--- config.mk ---
export PLATFORM = sky130hd
export DESIGN_NAME = keyed_watchdog_control
export DESIGN_NICKNAME = d
export VERILOG_FILES = /design/src/shared/wdog_pkg.sv /design/src/keyed_watchdog_control.sv
export SDC_FILE = /design/constraint.sdc
export NUM_CORES = 1
export LEC_CHECK = 0
export ABC_AREA = 0
export BUFFER_PORTS_ARGS = -buffer_cell sky130_fd_sc_hd__buf_2
export CAP_MARGIN = 20
export CORE_MARGIN = 2
export CORE_UTILIZATION = 45
export CTS_CLUSTER_DIAMETER = 30
export CTS_CLUSTER_SIZE = 28
export DETAILED_ROUTE_END_ITERATION = 8
export PLACE_DENSITY = 0.67
export SLEW_MARGIN = 20
export SYNTH_ARGS = -nofsm -noshare
export SYNTH_HDL_FRONTEND = slang
export SYNTH_SLANG_ARGS = --single-unit
export TNS_END_PERCENT = 100
--- constraint.sdc ---
create_clock -name clk_sys -period 2.3 [get_ports clk_sys]
set_input_delay 0.345 -clock clk_sys [delete_from_list [all_inputs] [get_ports clk_sys]]
set_output_delay 0.345 -clock clk_sys [all_outputs]
set_load 0.01 [all_outputs]
--- src/shared/wdog_pkg.sv ---
// package for the keyed watchdog: register map, field layout, reset values, timing
// assumes a 25 MHz system clock and a 32-bit apb register bus
package wdog_pkg;
    localparam logic [7:0] ADDR_COUNT = 8'h00;
    localparam logic [7:0] ADDR_PERIOD = 8'h04;
    localparam logic [7:0] ADDR_CTRL = 8'h08;
    localparam logic [7:0] ADDR_SCR = 8'h0C;
    localparam logic [7:0] ADDR_STATUS = 8'h10;

    localparam int SCR_FLAG_BIT = 15;
    localparam int SCR_EN_BIT = 14;
    localparam int SCR_RSVD_BIT = 13;
    localparam int SCR_PRESCALE_MODE_SELECT_BIT = 12;
    localparam int KEY_W = 12;
    localparam int DIV_W = 4;
    localparam int CNT_W = 16;

    localparam logic [11:0] KEY_ARM = 12'h5C6;
    localparam logic [11:0] KEY_SERVE = 12'hA7E;

    localparam logic [15:0] COUNT_RST = 16'hFFFF;
    localparam logic [15:0] PERIOD_RST = 16'hFFFF;
    localparam logic [3:0] DIV_RST = 4'hF;
    localparam logic PRESCALE_MODE_SELECT_RST = 1'b1;
    localparam logic [11:0] KEY_RST = 12'h000;

    localparam int CLK_PERIOD_PS = 40000;
    localparam int PULSE_HALF_CYCLES = 6;
    localparam int PULSE_CYC = (PULSE_HALF_CYCLES + 1) / 2;

    typedef enum logic [3:0] {
        ST_DISABLED = 4'b0001,
        ST_PREACTIVE = 4'b0010,
        ST_ACTIVE = 4'b0100,
        ST_SERVICE = 4'b1000
    } key_state_e;

    typedef struct packed {
        logic flag;
        logic en;
        logic rsvd;
        logic prescale_mode_select;
        logic [11:0] key;
    } scr_s;
endpackage

--- src/keyed_watchdog_control.sv ---
// keyed watchdog: prescaler, down counter, key state machine and apb register file
// assumes apb master on clk_sys; timeout_output_pin_n is a synchronous pin driver
`timescale 1ns/1ps
module keyed_watchdog_control #(
    parameter int PULSE_CYCLES = wdog_pkg::PULSE_CYC
) (
    input wire logic clk_sys,
    input wire logic rst_n,
    input wire logic psel,
    input wire logic penable,
    input wire logic pwrite,
    input wire logic [7:0] paddr,
    input wire logic [31:0] pwdata,
    output logic [31:0] prdata,
    output logic pready,
    output logic pslverr,
    output logic timeout_output_pin_n,
    output logic watchdog_interrupt
);
    import wdog_pkg::*;

    if (PULSE_CYCLES < 1 || PULSE_CYCLES > 7) begin : g_bad_pulse
        $error("PULSE_CYCLES out of range");
    end

    // indirect preset: code n gives n+1 ones
    function automatic logic [CNT_W-1:0] preset_value(input logic [DIV_W-1:0] code);
        logic [CNT_W-1:0] v;
        v = '0;
        for (int i = 0; i < CNT_W; i++) begin
            if (i <= int'(code)) begin
                v[i] = 1'b1;
            end
        end
        return v;
    endfunction

    function automatic logic is_valid_key(input logic [KEY_W-1:0] k);
        return (k == KEY_ARM) || (k == KEY_SERVE);
    endfunction

    function automatic logic mapped(input logic [7:0] a);
        return (a == ADDR_COUNT) || (a == ADDR_PERIOD) || (a == ADDR_CTRL) ||
            (a == ADDR_SCR) || (a == ADDR_STATUS);
    endfunction

    key_state_e state_r;
    key_state_e state_nxt;
    logic [CNT_W-1:0] count_r;
    logic [CNT_W-1:0] period_r;
    logic [CNT_W-1:0] prescale_counter_r;
    logic [DIV_W-1:0] prescale_divide_field_r;
    logic timeout_flag_r;
    logic watchdog_enable_bit_r;
    logic prescale_mode_select_r;
    logic [KEY_W-1:0] service_key_field_r;
    logic [2:0] pulse_left_r;
    logic pin_n_r;
    logic irq_r;
    logic [31:0] prdata_r;
    logic pslverr_r;

    logic access;
    logic wr;
    logic rd;
    logic scr_wr;
    logic count_wr;
    logic [KEY_W-1:0] wkey;
    logic [CNT_W-1:0] prescale_reload;
    logic prescale_tick;
    logic count_expire;
    logic key_timeout;
    logic timeout_evt;
    logic service_reload;
    logic activate;
    scr_s scr_view;

    assign access = psel && penable;
    assign wr = access && pwrite && mapped(paddr);
    assign rd = access && !pwrite;
    assign scr_wr = wr && (paddr == ADDR_SCR);
    assign count_wr = wr && (paddr == ADDR_COUNT) && !watchdog_enable_bit_r;
    assign wkey = pwdata[KEY_W-1:0];
    assign pready = 1'b1;
    assign prdata = prdata_r;
    assign pslverr = pslverr_r;
    assign timeout_output_pin_n = pin_n_r;
    assign watchdog_interrupt = irq_r;

    assign prescale_reload = prescale_mode_select_r ? preset_value(prescale_divide_field_r)
        : {{(CNT_W-DIV_W){1'b0}}, prescale_divide_field_r};
    assign prescale_tick = (prescale_counter_r == '0);
    assign count_expire = prescale_tick && (count_r == '0);

    assign key_timeout = scr_wr && (state_r == ST_ACTIVE || state_r == ST_SERVICE) && !is_valid_key(wkey);
    assign timeout_evt = key_timeout || (count_expire && watchdog_enable_bit_r);
    assign activate = scr_wr && (state_r == ST_PREACTIVE) && (wkey == KEY_SERVE) && pwdata[SCR_EN_BIT];
    assign service_reload = scr_wr && (state_r == ST_SERVICE) && (wkey == KEY_SERVE);

    // key state machine
    always_comb begin
        state_nxt = state_r;
        case (state_r)
            ST_DISABLED: begin
                if (scr_wr && wkey == KEY_ARM) begin
                    state_nxt = ST_PREACTIVE;
                end
            end
            ST_PREACTIVE: begin
                if (activate) begin
                    state_nxt = ST_ACTIVE;
                end else if (scr_wr && wkey != KEY_ARM) begin
                    state_nxt = ST_DISABLED;
                end
            end
            ST_ACTIVE: begin
                if (scr_wr && wkey == KEY_ARM) begin
                    state_nxt = ST_SERVICE;
                end
            end
            ST_SERVICE: begin
                if (scr_wr && wkey == KEY_SERVE) begin
                    state_nxt = ST_ACTIVE;
                end
            end
            default: begin
                state_nxt = ST_DISABLED;
            end
        endcase
        if (timeout_evt) begin
            state_nxt = ST_DISABLED;
        end
    end

    always_ff @(posedge clk_sys or negedge rst_n) begin
        if (!rst_n) begin
            state_r <= ST_DISABLED;
        end else begin
            state_r <= state_nxt;
        end
    end

    // prescale counter
    always_ff @(posedge clk_sys or negedge rst_n) begin
        if (!rst_n) begin
            prescale_counter_r <= preset_value(DIV_RST);
        end else if (timeout_evt || service_reload || prescale_tick || count_wr) begin
            // prescaler reload
            // counter write also restarts the prescaler
            prescale_counter_r <= prescale_reload;
        end else begin
            prescale_counter_r <= prescale_counter_r - 1'b1;
        end
    end

    // watchdog counter
    always_ff @(posedge clk_sys or negedge rst_n) begin
        if (!rst_n) begin
            count_r <= COUNT_RST;
        end else if (timeout_evt || service_reload || count_expire) begin
            count_r <= period_r;
        end else if (count_wr) begin
            count_r <= pwdata[CNT_W-1:0];
        end else if (prescale_tick) begin
            count_r <= count_r - 1'b1;
        end
    end

    // period and control registers
    always_ff @(posedge clk_sys or negedge rst_n) begin
        if (!rst_n) begin
            period_r <= PERIOD_RST;
            prescale_divide_field_r <= DIV_RST;
        end else if (wr && !watchdog_enable_bit_r) begin
            if (paddr == ADDR_PERIOD) begin
                period_r <= pwdata[CNT_W-1:0];
            end
            if (paddr == ADDR_CTRL) begin
                prescale_divide_field_r <= pwdata[DIV_W-1:0];
            end
        end
    end

    // second control fields
    always_ff @(posedge clk_sys or negedge rst_n) begin
        if (!rst_n) begin
            timeout_flag_r <= 1'b0;
            watchdog_enable_bit_r <= 1'b0;
            prescale_mode_select_r <= PRESCALE_MODE_SELECT_RST;
            service_key_field_r <= KEY_RST;
        end else begin
            if (scr_wr) begin
                service_key_field_r <= wkey;
            end
            if (scr_wr && !watchdog_enable_bit_r) begin
                prescale_mode_select_r <= pwdata[SCR_PRESCALE_MODE_SELECT_BIT];
            end
            if (timeout_evt) begin
                watchdog_enable_bit_r <= 1'b0;
            end else if (activate) begin
                watchdog_enable_bit_r <= 1'b1;
            end
            if (timeout_evt) begin
                timeout_flag_r <= 1'b1;
            end else if (activate) begin
                timeout_flag_r <= 1'b0;
            end else if (scr_wr && !watchdog_enable_bit_r && pwdata[SCR_FLAG_BIT]) begin
                timeout_flag_r <= 1'b0;
            end
        end
    end

    // output pulse and interrupt
    always_ff @(posedge clk_sys or negedge rst_n) begin
        if (!rst_n) begin
            pin_n_r <= 1'b1;
            pulse_left_r <= 3'd0;
            irq_r <= 1'b0;
        end else begin
            irq_r <= timeout_evt || count_expire;
            if (timeout_evt) begin
                pin_n_r <= 1'b0;
                pulse_left_r <= 3'(PULSE_CYCLES - 1);
            end else if (pulse_left_r != 3'd0) begin
                pulse_left_r <= pulse_left_r - 3'd1;
            end else begin
                pin_n_r <= 1'b1;
            end
        end
    end

    always_comb begin
        scr_view.flag = timeout_flag_r;
        scr_view.en = watchdog_enable_bit_r;
        scr_view.rsvd = 1'b0;
        scr_view.prescale_mode_select = prescale_mode_select_r;
        scr_view.key = service_key_field_r;
    end

    // apb read data and error
    always_ff @(posedge clk_sys or negedge rst_n) begin
        if (!rst_n) begin
            prdata_r <= 32'h0000_0000;
            pslverr_r <= 1'b0;
        end else begin
            pslverr_r <= 1'b0;
            if (psel && !penable) begin
                pslverr_r <= !mapped(paddr);
                prdata_r <= 32'h0000_0000;
                if (!pwrite) begin
                    case (paddr)
                        ADDR_COUNT: prdata_r <= {16'h0000, count_r};
                        ADDR_PERIOD: prdata_r <= {16'h0000, period_r};
                        ADDR_CTRL: prdata_r <= {28'h000_0000, prescale_divide_field_r};
                        ADDR_SCR: prdata_r <= {16'h0000, scr_view};
                        ADDR_STATUS: prdata_r <= {28'h000_0000, state_r};
                        default: prdata_r <= 32'h0000_0000;
                    endcase
                end
            end else if (access) begin
                pslverr_r <= 1'b0;
                if (rd) begin
                    prdata_r <= prdata_r;
                end
            end
        end
    end
endmodule

==> flow_results.org, run 1 <==
** Routing
- Initial DRC Count :: 323
- The final layout contains routed wiring with a total length of 15,200 um.
- The detail route stage leaves a number of antenna-violating nets equal to 0.
- Via density per instance :: 5.75
- Before antenna repair, the detailed router went through 5 iterations.
- Via count :: 4,720
- Remaining design rule violation count :: 0
- Routed wire per std cell :: 18.5 um

** Yosys
- Summed over all instances, the cell type with the most area after synthesis is dfstp_2.
- Synth top area cells :: dfstp_2, dfrtp_1, mux2_2, nand2_1, xnor2_1
- Netlist area before placement :: 5530 um2
- Distinct cells, synth :: 61
- Sequential elements use between 40% and 50% of the synthesized area.
- In the synthesized netlist the dominant register cell turns out to be dfstp_2.
- By count the netlist is led by nand2_1, dfstp_2, mux2_2.
- Number of cells produced by synthesis :: around 570
- EDFF count, synth :: 0
- By instance count, the leading cell after synthesis is nand2_1.
- Fraction of registers with async set or reset after synthesis :: 100%
- Synthesis warning total :: 0
- After synthesis, the largest area contributor takes up approximately a quarter of total cell area.
- The synthesized design contains 93 register bits.
- A synthesized cell averages 9.68 um2.

** Flow run
- # Max-Cap Violations :: 0

** STA
- For the pin with the worst max-slew slack, the measured transition is about 0.48 ns.
- Across all hold checks on the routed design, the worst slack comes to 0.258 ns.
- Headroom to the max-slew limit came out at between 60% and 70%.
- The clock period could shrink to 2.25 ns.
- On the final layout, the worst clock skew is 0.00999 ns.
- Endpoints failing hold :: 0
- Setup repair after global routing could not meet its margin everywhere.
- Maximum frequency from static timing analysis :: 444 MHz
- Total negative slack :: 0 ns
- The final count of pins violating max slew was 0.
- Across all setup checks in the final design, the least slack found is between 0.04 and 0.05 ns.
- The final critical path takes up 98.0% of the cycle.
- Total setup violations reported at the end of the flow :: 0

** Floorplan
- DIE WIDTH :: 115 um
- Std cell rows :: 40
- The total area inside the core boundary comes to 12,000 um2.
- The die covers between 10,000 and 15,000 um2.
- I/O pin cnt :: 81
- Chip height :: 115 um
- Starting density of the core :: ~46%

** Critical path
- STA classifies the critical path startpoint as a flip-flop.
- Sort of element at the end of the critical path :: flip-flop
- The critical path in this run is classified as reg2reg.
- The setup check on the worst reg-to-reg path leaves a slack of 0.05 ns.
- Critical path fanouts, max :: 6
- At the worst endpoint, the required time is 2.58 ns.
- STA puts the critical path data arrival time at about 2.5 ns.
- The worst register-to-register path has a depth of 10.

** Layout
- Net total in the final layout :: 719
- Antenna fix cells :: 0
- Summing all non-filler instances in the final layout gives an area of just under 7000 um2.
- Layout area overhead :: 23.0%
- Cells with a size suffix above 1 make up 40.5% of the layout.
- Count of filler cells inserted in the layout :: 1,045

** Hold path
- Worst min path class :: in2reg
- Counting instances, the worst hold path has a depth of 3.

** Pwr
- Pwr dens :: 624 nW/um2
- The analysis attributes to cell leakage a power of 3.10 nW.
- Maximum vdd ir drop :: 431 uV

** CTS
- Max Root-Sink Buffers :: 2
- Insertion delay of the later-clocked pin in the worst-skew pair :: approximately 0.35 ns
- The tree is rooted in a clkbuf_16.
- Number of buffers created by CTS :: 9
- Clock-pin slew was measured on the worst setup and hold paths at 0.07 ns.
- Clock Sinks :: 93
- CTS built an H-tree with a depth of 3.
- TritonCTS built the clock tree.

** Place
- Worst-case setup slack after placement :: -0.313 ns
- Buffers placed on the I/O ports in this run total 47.
- After legalization and detailed placement, the total HPWL measured 10,900 um.
- In this run the cell area measured after placement is 6350 um2.
- Last weighted congestion value of the routability-driven placer :: 0.921

** Global routing
- Global routing finished with a remaining overflow of 0.
- The first global-routing pass estimated 24,300 um of wire.
- The number of global-route vias before repair is 4,640.
- The number of antenna violations at the first check in global routing was 0.
- Total track usage :: 23.9%
- Entering global routing, the biggest net connects 49 pins.

** Run status
- The flow ran to the end, and the final reports show no timing, DRC or antenna violations.
## placed cells by master, fill, tap and decap left out, types with 5 or more instances in the layout
cell	count
buf_2	46
ha_1	5
clkbuf_16	9
mux2_4	10
nor4_1	7
dfstp_2	55
dfrtp_1	38
o21ai_0	32
mux2_2	46
nand4_1	8
buf_4	69
conb_1	17
a22oi_1	12
xnor2_1	21
mux2i_1	17
nand2b_1	6
nand2_1	78
nand3_1	7
nor2_1	31
inv_1	10
a21oi_1	33
nor3_1	17
## power breakdown
group          switching [W]  total [W]  internal [W]
Clock               0.000672    0.00174       0.00107
Combinational       0.000281   0.000528      0.000247
Sequential          0.000135    0.00198       0.00184
Total                0.00109    0.00424       0.00316
## path summary, 6_finish.rpt
kind                                  startpoint                      to
setup / recovery           prescale_counter_r[0]              count_r[5]
hold / removal                         pwdata[7]  service_key_field_r[7]
setup reg to reg           prescale_counter_r[0]              count_r[5]
hold reg to reg             timeout_output_pin_n    timeout_output_pin_n
max in group asynchronous                  rst_n    timeout_output_pin_n
min in group asynchronous                  rst_n               prdata[9]
## area by class of cell
| type | count | area [um2] | share of cell area (%) |
|---|---|---|---|
| Clock buffer | 9 | 225 | 3.31 |
| Inverter | 10 | 37.5 | 0.552 |
| Sequential cell | 93 | 2400 | 35.2 |
| Tap cell | 147 | 184 | 2.71 |
| Clock inverter | 7 | 121 | 1.79 |
| Multi-Input combinational cell | 434 | 2990 | 44.0 |
| Timing Repair Buffer | 121 | 841 | 12.4 |
## cells by family (layout without fill, tap and decap cells)
group / after synthesis / count (layout) / synth area share [%]
and+or+nand+nor: 205 / 205 / 19.0
AOI/OAI and AO/OA: 110 / 110 / 12.4
DFF: 93 / 93 / 43.3
muxes: 73 / 73 / 14.8
buffers and inverters: 59 / 147 / 5.52
xor gates and xnor gates: 24 / 24 / 3.80
adders and majority gates: 5 / 5 / 1.13
other: 2 / 17 / 0.136
## registers in the layout, summed over array words and instances, names as in the netlist, 3 cells and up
signal,count
prdata,16
prescale_divide_field_r,4
period_r,16
state_r,4
pulse_left_r,3
service_key_field_r,12
count_r,16
prescale_counter_r,16
## worst max-delay path, stage by stage, from the launching register on
cell     delay, ns
dfstp_2       0.53
inv_1         0.04
ha_1          0.21
nor3b_2       0.16
buf_4         0.15
nand3_4       0.07
nor4_4        0.06
nor2_2        0.18
buf_6         0.19
mux2_2        0.34
mux2_2        0.26
## through the flow
step | utilization [%] | std cells | power [W]
2_1_floorplan | - | 586 | 0.00227
3_3_place_gp | 52.8 | 802 | 0.00246
3_5_place_dp | 52.8 | 802 | 0.00249
4_1_cts | 56.0 | 819 | 0.00423
5_1_grt | 56.6 | 821 | 0.00442
6_report | 56.6 | 821 | 0.00424
## layer usage
metal,track usage [%],vias to the layer above,routed length (um)
met5,0,-,0
met4,8.03,0,379
met3,4.96,22,849
met2,37.5,163,7100
met1,32.9,2324,6860
li1,-,2211,-
## repair_timing
item / 4_1_cts / 5_1_grt
gates cloned: 0 / 1
hold endpoints to repair: 11 / 0
endpoints found under the setup margin: 9 / 14
setup buffers: 0 / 2
pin swaps: 1 / 3
gates resized for setup: 4 / 19
hold buffers: 1 / 0
Power figures use the tool's default switching activity.
==> run 2: changes to the inputs <==
--- a/config.mk
+++ b/config.mk
@@ -9,11 +9,11 @@
 export BUFFER_PORTS_ARGS = -buffer_cell sky130_fd_sc_hd__buf_2
 export CAP_MARGIN = 20
 export CORE_MARGIN = 2
-export CORE_UTILIZATION = 45
+export CORE_UTILIZATION = 50
 export CTS_CLUSTER_DIAMETER = 30
 export CTS_CLUSTER_SIZE = 28
 export DETAILED_ROUTE_END_ITERATION = 8
-export PLACE_DENSITY = 0.67
+export PLACE_DENSITY = 0.73
 export SLEW_MARGIN = 20
 export SYNTH_ARGS = -nofsm -noshare
 export SYNTH_HDL_FRONTEND = slang
==> run 2 against run 1 <==
- die area decreased by 9.7%
- cell count decreased by 0.85%
- global-route usage increased by 1.8 points
- via count increased by 0.95%
- largest power group unchanged
- setup slack improved by 0.0035 ns
==> flow_results.org, run 2 (synthesis results as in run 1) <==
** Routing
- In this run, the number of DRC markers left after iteration 0 of detailed routing was 321.
- Via density per instance :: 5.85
- Via count :: 4,765
- Total wire length :: 14,500 um
- Routed wire per std cell :: 17.8 um
- For this run, design rule violations remaining after detail routing come to 0.
- For this run, the detailed router's first-pass iteration total came to 5.
- Antenna-violating nets left :: 0

** Pwr
- Leakage dissipation :: 3.01 nW
- Pwr dens :: 545 nW/um2
- Maximum vdd ir drop :: 345 uV

** Place
- Last weighted congestion value of the routability-driven placer :: 0.951
- Once placement completed, the tool counted placed cells totaling 795.
- Summing all placed instances gives a cell area of 6340 um2.
- During placement, the flow inserted port buffers numbering 47.
- The HPWL after detailed placement is 10,400 um.
- Worst-case setup slack after placement :: -0.330 ns

** Floorplan
- Row generation in the floorplan step produced 38 rows.
- Area of the placeable core :: 10,800 um2
- The die is 109 um tall.
- DIE WIDTH :: ~110 um
- Total die area :: about 12,000 um2
- During I/O placement, the number of pins put on the boundary was slightly above 80.
- Starting density of the core :: roughly half

** STA
- Final critical delay including setup and external delays :: 2.25 ns
- Total setup violations reported at the end of the flow :: 0
- Clock Skew :: 0.0156 ns
- The final critical path takes up a little over nine tenths of the cycle.
- Relative slew slack :: between 60 and 70%
- Number of pins exceeding their max-slew limit in the final report :: 0
- Final worst setup slack :: roughly 0.05 ns
- For the pin with the worst max-slew slack, the measured transition is 0.542 ns.
- Endpoints failing hold :: 0
- Maximum frequency from static timing analysis :: around 440 MHz

** Layout
- Fraction of final layout cells sized beyond drive strength 1 :: 40.7%
- For this run, the share of the core covered by cells in the final layout is 61.7%.
- For this run, the number of standard cells in the final layout without fillers is 814.
- Antenna fix cells :: 0
- The top cell types in the final layout, fill and taps aside, are nand2_1, buf_4, dfstp_2.
- The library cell used most frequently in the layout, excluding fill and tap cells, is nand2_1.
- Net total in the final layout :: 719
- Compared with the post-synthesis result, the final layout area differs by 20.4%.
- Design Area, Final :: 6660 um2

** Critical path
- The largest single stage delay on the critical path is 0.53 ns.
- The most critical setup path has its startpoint at paddr[1].
- The cell that appears most often on the critical path is mux2_2.
- Critical path fanouts, max :: 11
- R2R Path Start :: prescale_counter_r[1]
- The critical path in this run is classified as in2reg.
- The critical path contains buffers and inverters numbering 2 combined.
- Walking the worst path, the cells encountered are buf_2, or4_4, or3_4, or2_4, buf_12, mux2_4, mux2_2, mux2_2.
- Cell at the slowest stage of the critical path :: or4_4
- Arrival time of data at the critical path endpoint :: between 2 and 3 ns
- Data on the critical path is required at its endpoint by 2.61 ns.
- STA classifies the critical path endpoint as a flip-flop.
- On the critical path the largest part of the delay comes from simple AND/OR/NAND/NOR gates.
- The worst setup path is launched from an input pin.

** CTS
- Clock transition at the registers of the reported paths :: 0.09 ns
- Library cell used as clock root buffer :: clkbuf_8
- The longest clock path from root to sink contains 2 buffers.
- Insertion delay of the later-clocked pin in the worst-skew pair :: 0.38 ns
- Number of buffers created by CTS :: 9
- The tree built by TritonCTS fans out to 93 sinks.
- H-tree depth reported by CTS :: 3
- TritonCTS built the clock tree.

** Global routing
- Busiest layer in global routing :: met2
- Vias in the first global route :: 4,647
- The first global-routing pass estimated 23,500 um of wire.
- Number of antenna violations at the first check in global routing :: 0
- Across every metal layer, demand over resource in global routing totals 25.7%.
- Remaining Overflow, GRT :: 0
- Global routing consumed, on the met1 layer, 35.6% of the routing resources.
- Entering global routing, the biggest net connects 54 pins.
- GR Util met2 :: 41.1%
- Fraction of met3 tracks used by global routing :: 3.65%

** Flow run
- # Max-Cap Violations :: 0

** Run status
- Status :: complete, no violations

** Hold path
- Hold_sp :: pwdata[8]
- In this run the worst hold path is classified as in2reg.
==> run 2: changes by cell type in the layout (fill, tap and decap cells not counted), sizes merged <==
| cell | delta |
|---|---|
| bufinv | -2 |
| clkbuf | +3 |
| inv | -1 |
==> run 2: metrics by stage <==
stage | hold slack (ns) | setup TNS [ns] | power, W
after CTS | 0.203 | 0 | 0.00362
final | 0.213 | 0 | 0.00363
after detailed placement | 0.372 | -8.13 | 0.00250
after global placement | 0.360 | -7.36 | 0.00247
after floorplan | 0.0494 | -1.03 | 0.00227
after global routing | 0.214 | -0.0949 | 0.00380
==> run 2: path summary, 6_finish.rpt <==
kind | end | slack, ns | cells after the start
max | count_r[13] | 0.05 | 8
min | service_key_field_r[8] | 0.21 | 3
max reg2reg | count_r[14] | 0.07 | 10
min reg2reg | timeout_output_pin_n | 0.46 | 2
max in group asynchronous | prescale_counter_r[2] | 1.07 | 3
min in group asynchronous | service_key_field_r[7] | 0.50 | 2
==> run 2: what timing repair did <==
action	CTS	global route
setup buffers	0	1
resized for setup	7	17
endpoints found under the setup margin	16	16
pin swaps	1	5
hold buffers	1	0
hold endpoints to repair	23	0
gates cloned	0	1
==> run 2: worst reg2reg max path: stages, from the launching register on <==
cell	delay (ns)
dfstp_2	0.39
inv_2	0.07
ha_4	0.13
nor3b_4	0.19
buf_6	0.13
nand3_4	0.07
nor4_4	0.35
nor2_2	0.11
buf_6	0.17
mux2_4	0.30
mux2_4	0.25
==> run 2: layer usage <==
layer  wire, um  vias to the layer above
met4        390                        0
met3        874                       27
li1           -                     2211
met2       6810                      172
met1       6440                     2355
met5          0                        -
==> run 2: cell type report <==
| class | instances | area, um2 |
|---|---|---|
| Clock buffer | 12 | 145 |
| Clock inverter | 4 | 48.8 |
| Fill cell | 919 | 4140 |
| Inverter | 10 | 37.5 |
| Multi-Input combinational cell | 434 | 3000 |
| Sequential cell | 93 | 2400 |
| Tap cell | 140 | 175 |
| Timing Repair Buffer | 121 | 853 |
==> run 2: where the power goes <==
part	switching (W)	total [W]	leakage, nW	internal, W
registers	0.000133	0.00197	1.10	0.00184
clock network	0.000564	0.00110	0.100	0.000532
logic	0.000301	0.000563	1.82	0.000262
==> run 3: changes to the inputs <==
--- a/config.mk
+++ b/config.mk
@@ -8,12 +8,14 @@
 export ABC_AREA = 0
 export BUFFER_PORTS_ARGS = -buffer_cell sky130_fd_sc_hd__buf_2
 export CAP_MARGIN = 20
+export CELL_PAD_IN_SITES_DETAIL_PLACEMENT = 0
+export CELL_PAD_IN_SITES_GLOBAL_PLACEMENT = 1
 export CORE_MARGIN = 2
-export CORE_UTILIZATION = 50
+export CORE_UTILIZATION = 40
 export CTS_CLUSTER_DIAMETER = 30
 export CTS_CLUSTER_SIZE = 28
 export DETAILED_ROUTE_END_ITERATION = 8
-export PLACE_DENSITY = 0.73
+export PLACE_DENSITY = 0.75
 export SLEW_MARGIN = 20
 export SYNTH_ARGS = -nofsm -noshare
 export SYNTH_HDL_FRONTEND = slang
==> run 3 against run 2 <==
- the flow now finishes with violations (hold timing)
- final area increased by 2.0%
- clock-buffer cell count rose by 1
- cell count grew 5.5%
- sequential cell count unchanged
- worst hold slack worse by 0.23 ns
- non-clock buffer count is 9 higher
- routed wire length rose by 8.1%
- sequential share of layout area decreased by 0.72 points
- maximum frequency shrank 0.40%
- setup slack got worse by 0.0091 ns
- largest power group unchanged
==> flow_results.org, run 3 (synthesis results as in run 1) <==
** CTS
- Insertion delay of the later-clocked pin in the worst-skew pair :: between 0.3 and 0.4 ns
- For this design, the CTS-stage hold fixing added 0 buffers.
- Library cell used as clock root buffer :: clkbuf_16
- Number of buffers created by CTS :: 9
- For this design, the sink count on the clock tree is 93.
- TritonCTS built the clock tree.
- The H-tree was split into 3 levels.
- After clock tree synthesis, the clock-pin slew on the worst setup and hold paths is 0.06 ns.
- Max Root-Sink Buffers :: 2

** Critical path
- R2R Path Start :: prescale_counter_r[0]
- Critical path fanouts, max :: 12
- At the worst endpoint, the required time is 2.58 ns.
- The worst register-to-register path ends at count_r[14].
- Worst setup SP type :: input pin
- Startpoint-to-endpoint class of the critical path :: in2reg
- STA classifies the critical path endpoint as a flip-flop.
- Flop2flop setup slack :: about 0.06 ns
- Worst path buffer plus inverter count :: 1
- The slowest stage of the critical path belongs to the cell or4_4.
- R2R depth :: 10
- Largest stage delay on the critical path :: 0.54 ns
- Counting stages on the worst path, the most repeated cell is mux2_2.
- The critical path goes through buf_2, or4_4, or3_4, or2_4, mux2_4, mux2_2, mux2_2.
- In this design, the largest share of critical-path delay is due to simple AND/OR/NAND/NOR gates.
- STA puts the critical path data arrival time at 2.54 ns.

** Global routing
- The number of antenna violations at the first check in global routing is 0.
- Remaining Overflow, GRT :: 0
- Largest net degree at the start of global routing :: 51
- Wire length of the first global-routing pass :: 24,700 um
- Vias in the first global route :: approximately 4,800
- Global routing used 21.9% of the available tracks across all layers.

** Place
- After detailed placement, the design holds a cell count of 839.
- Port Buffers :: 47
- Routability-driven placement finished with a final weighted congestion of 0.912.
- After detailed placement, the total cell area comes to ~6400 um2.
- HPWL after DPL :: 11,100 um

** Floorplan
- Chip height :: 122 um
- Area of the placeable core :: 13,300 um2
- In this run the count of I/O pins placed on the die edge is 81.
- Starting density of the core :: 41.4%
- The floorplan step defined a die boundary enclosing 14,800 um2.
- DIE WIDTH :: approximately 120 um
- Std cell rows :: 42

** Routing
- In the routed design, unresolved DRC markers number 0.
- Across all layers, the routed design uses approximately 4,700 vias.
- Antenna-violating nets left :: 0
- For this block, the routed nets add up to approximately 16,000 um of wire.
- Initial DRC Count :: roughly 330
- Routed wire per std cell :: 18.3 um
- The pre-antenna-repair detailed-routing pass consisted of 6 iterations.
- Via density per instance :: ~5.5

** STA
- Slew of the pin with the lowest slew margin :: 0.602 ns
- Relative slew slack :: 59.8%
- Final critical delay including setup and external delays :: 2.26 ns
- Maximum frequency from static timing analysis :: ~440 MHz
- Number of pins exceeding their max-slew limit in the final report :: 0
- Endpoints failing hold :: 4
- Adding up every negative setup slack in the final design gives 0 ns.
- Final worst hold slack :: -0.0143 ns
- Clock Skew :: 0.00796 ns
- Part of the cycle the worst path needs :: 98.2%
- Total setup violations reported at the end of the flow :: 0

** Run status
- The final reports fail on hold timing.
- Status :: finished with violations

** Layout
- Fraction of final layout cells sized beyond drive strength 1 :: roughly two fifths
- Antenna fix cells :: 0
- Excluding fillers, the count of instances in the completed layout stands at 859.
- Final core utilization :: 50.9%
- Top library cells by usage in the layout, fill and taps aside :: buf_4, nand2_1, dfstp_2
- Most common cell after layout, fill and taps aside :: buf_4
- Design Area, Final :: 6790 um2
- The layout has 1,277 filler cells.
- The final layout contains 728 nets.
- Layout area overhead :: 22.8%

** Pwr
- Power spread over the standard cell area amounts to 576 nW/um2.
- The analysis attributes to cell leakage a power of 3.07 nW.
- Maximum vdd ir drop :: 379 uV

** Flow run
- Across the run, the number of max-cap violations was 0.

** Hold path
- The worst hold path belongs to the class in2async.
[run 3: cell count changes in the layout (fill, tap and decap cells not counted), sizes merged]
cell,before,now
bufinv,1,0
buf,120,130
dlygate4sd3,1,0
clkbuf,12,13
[run 3: routing by layer]
metal | GRT usage [%] | up-vias | wire length (um)
li1 | - | 2239 | -
met1 | 29.3 | 2358 | 7190
met2 | 36.3 | 124 | 7530
met3 | 3.23 | 16 | 652
met4 | 8.12 | 0 | 330
met5 | 0 | - | 0
[run 3: worst register-to-register path: cells and delay by family, from the launching register on]
family / cells / cell delay (ns)
buffers and inverters: 3 / 0.38
flip-flops: 1 / 0.37
multiplexers: 2 / 0.54
AND/OR/NAND/NOR: 4 / 0.70
adder cells (fa/ha/maj): 1 / 0.17
[run 3: through the flow]
step	hold WS (ns)	setup slack, ns	total power, W
final	-0.0143	0.0409	0.00391
after global routing	0.0226	-0.00554	0.00410
after CTS	0.0175	0.00462	0.00389
after detailed placement	0.389	-0.333	0.00254
after global placement	0.380	-0.316	0.00251
after floorplan	0.0494	-0.137	0.00227
[run 3: where the power goes]
group | internal, W | total [W] | switching, W
Clock | 0.000729 | 0.00135 | 0.000619
Sequential | 0.00184 | 0.00196 | 0.000123
Combinational | 0.000287 | 0.000598 | 0.000311
[run 3: worst max path at each step]
stage	end	slack [ns]	depth (start not counted)	start
3_3_place_gp	count_r[13]	-0.32	8	paddr[5]
2_1_floorplan	count_r[13]	-0.14	7	paddr[5]
6_report	count_r[13]	0.04	7	paddr[5]
5_1_grt	count_r[14]	-0.006	10	prescale_counter_r[0]
4_1_cts	count_r[6]	0.005	8	count_r[9]
3_5_place_dp	count_r[13]	-0.33	8	paddr[5]
[run 3: cell type report]
class	count	area, um2	area share, %
Clock inverter	3	15.0	0.221
Tap cell	176	220	3.24
Sequential cell	93	2400	35.3
Inverter	10	37.5	0.553
Timing Repair Buffer	130	893	13.2
Multi-Input combinational cell	434	2990	44.0
Clock buffer	13	240	3.54
[run 3: repair_timing]
action,4_1_cts,5_1_grt
gates resized for setup,7,14
setup buffers,0,4
cloned,1,0
pin swaps,2,5
endpoints found under the setup margin,10,16
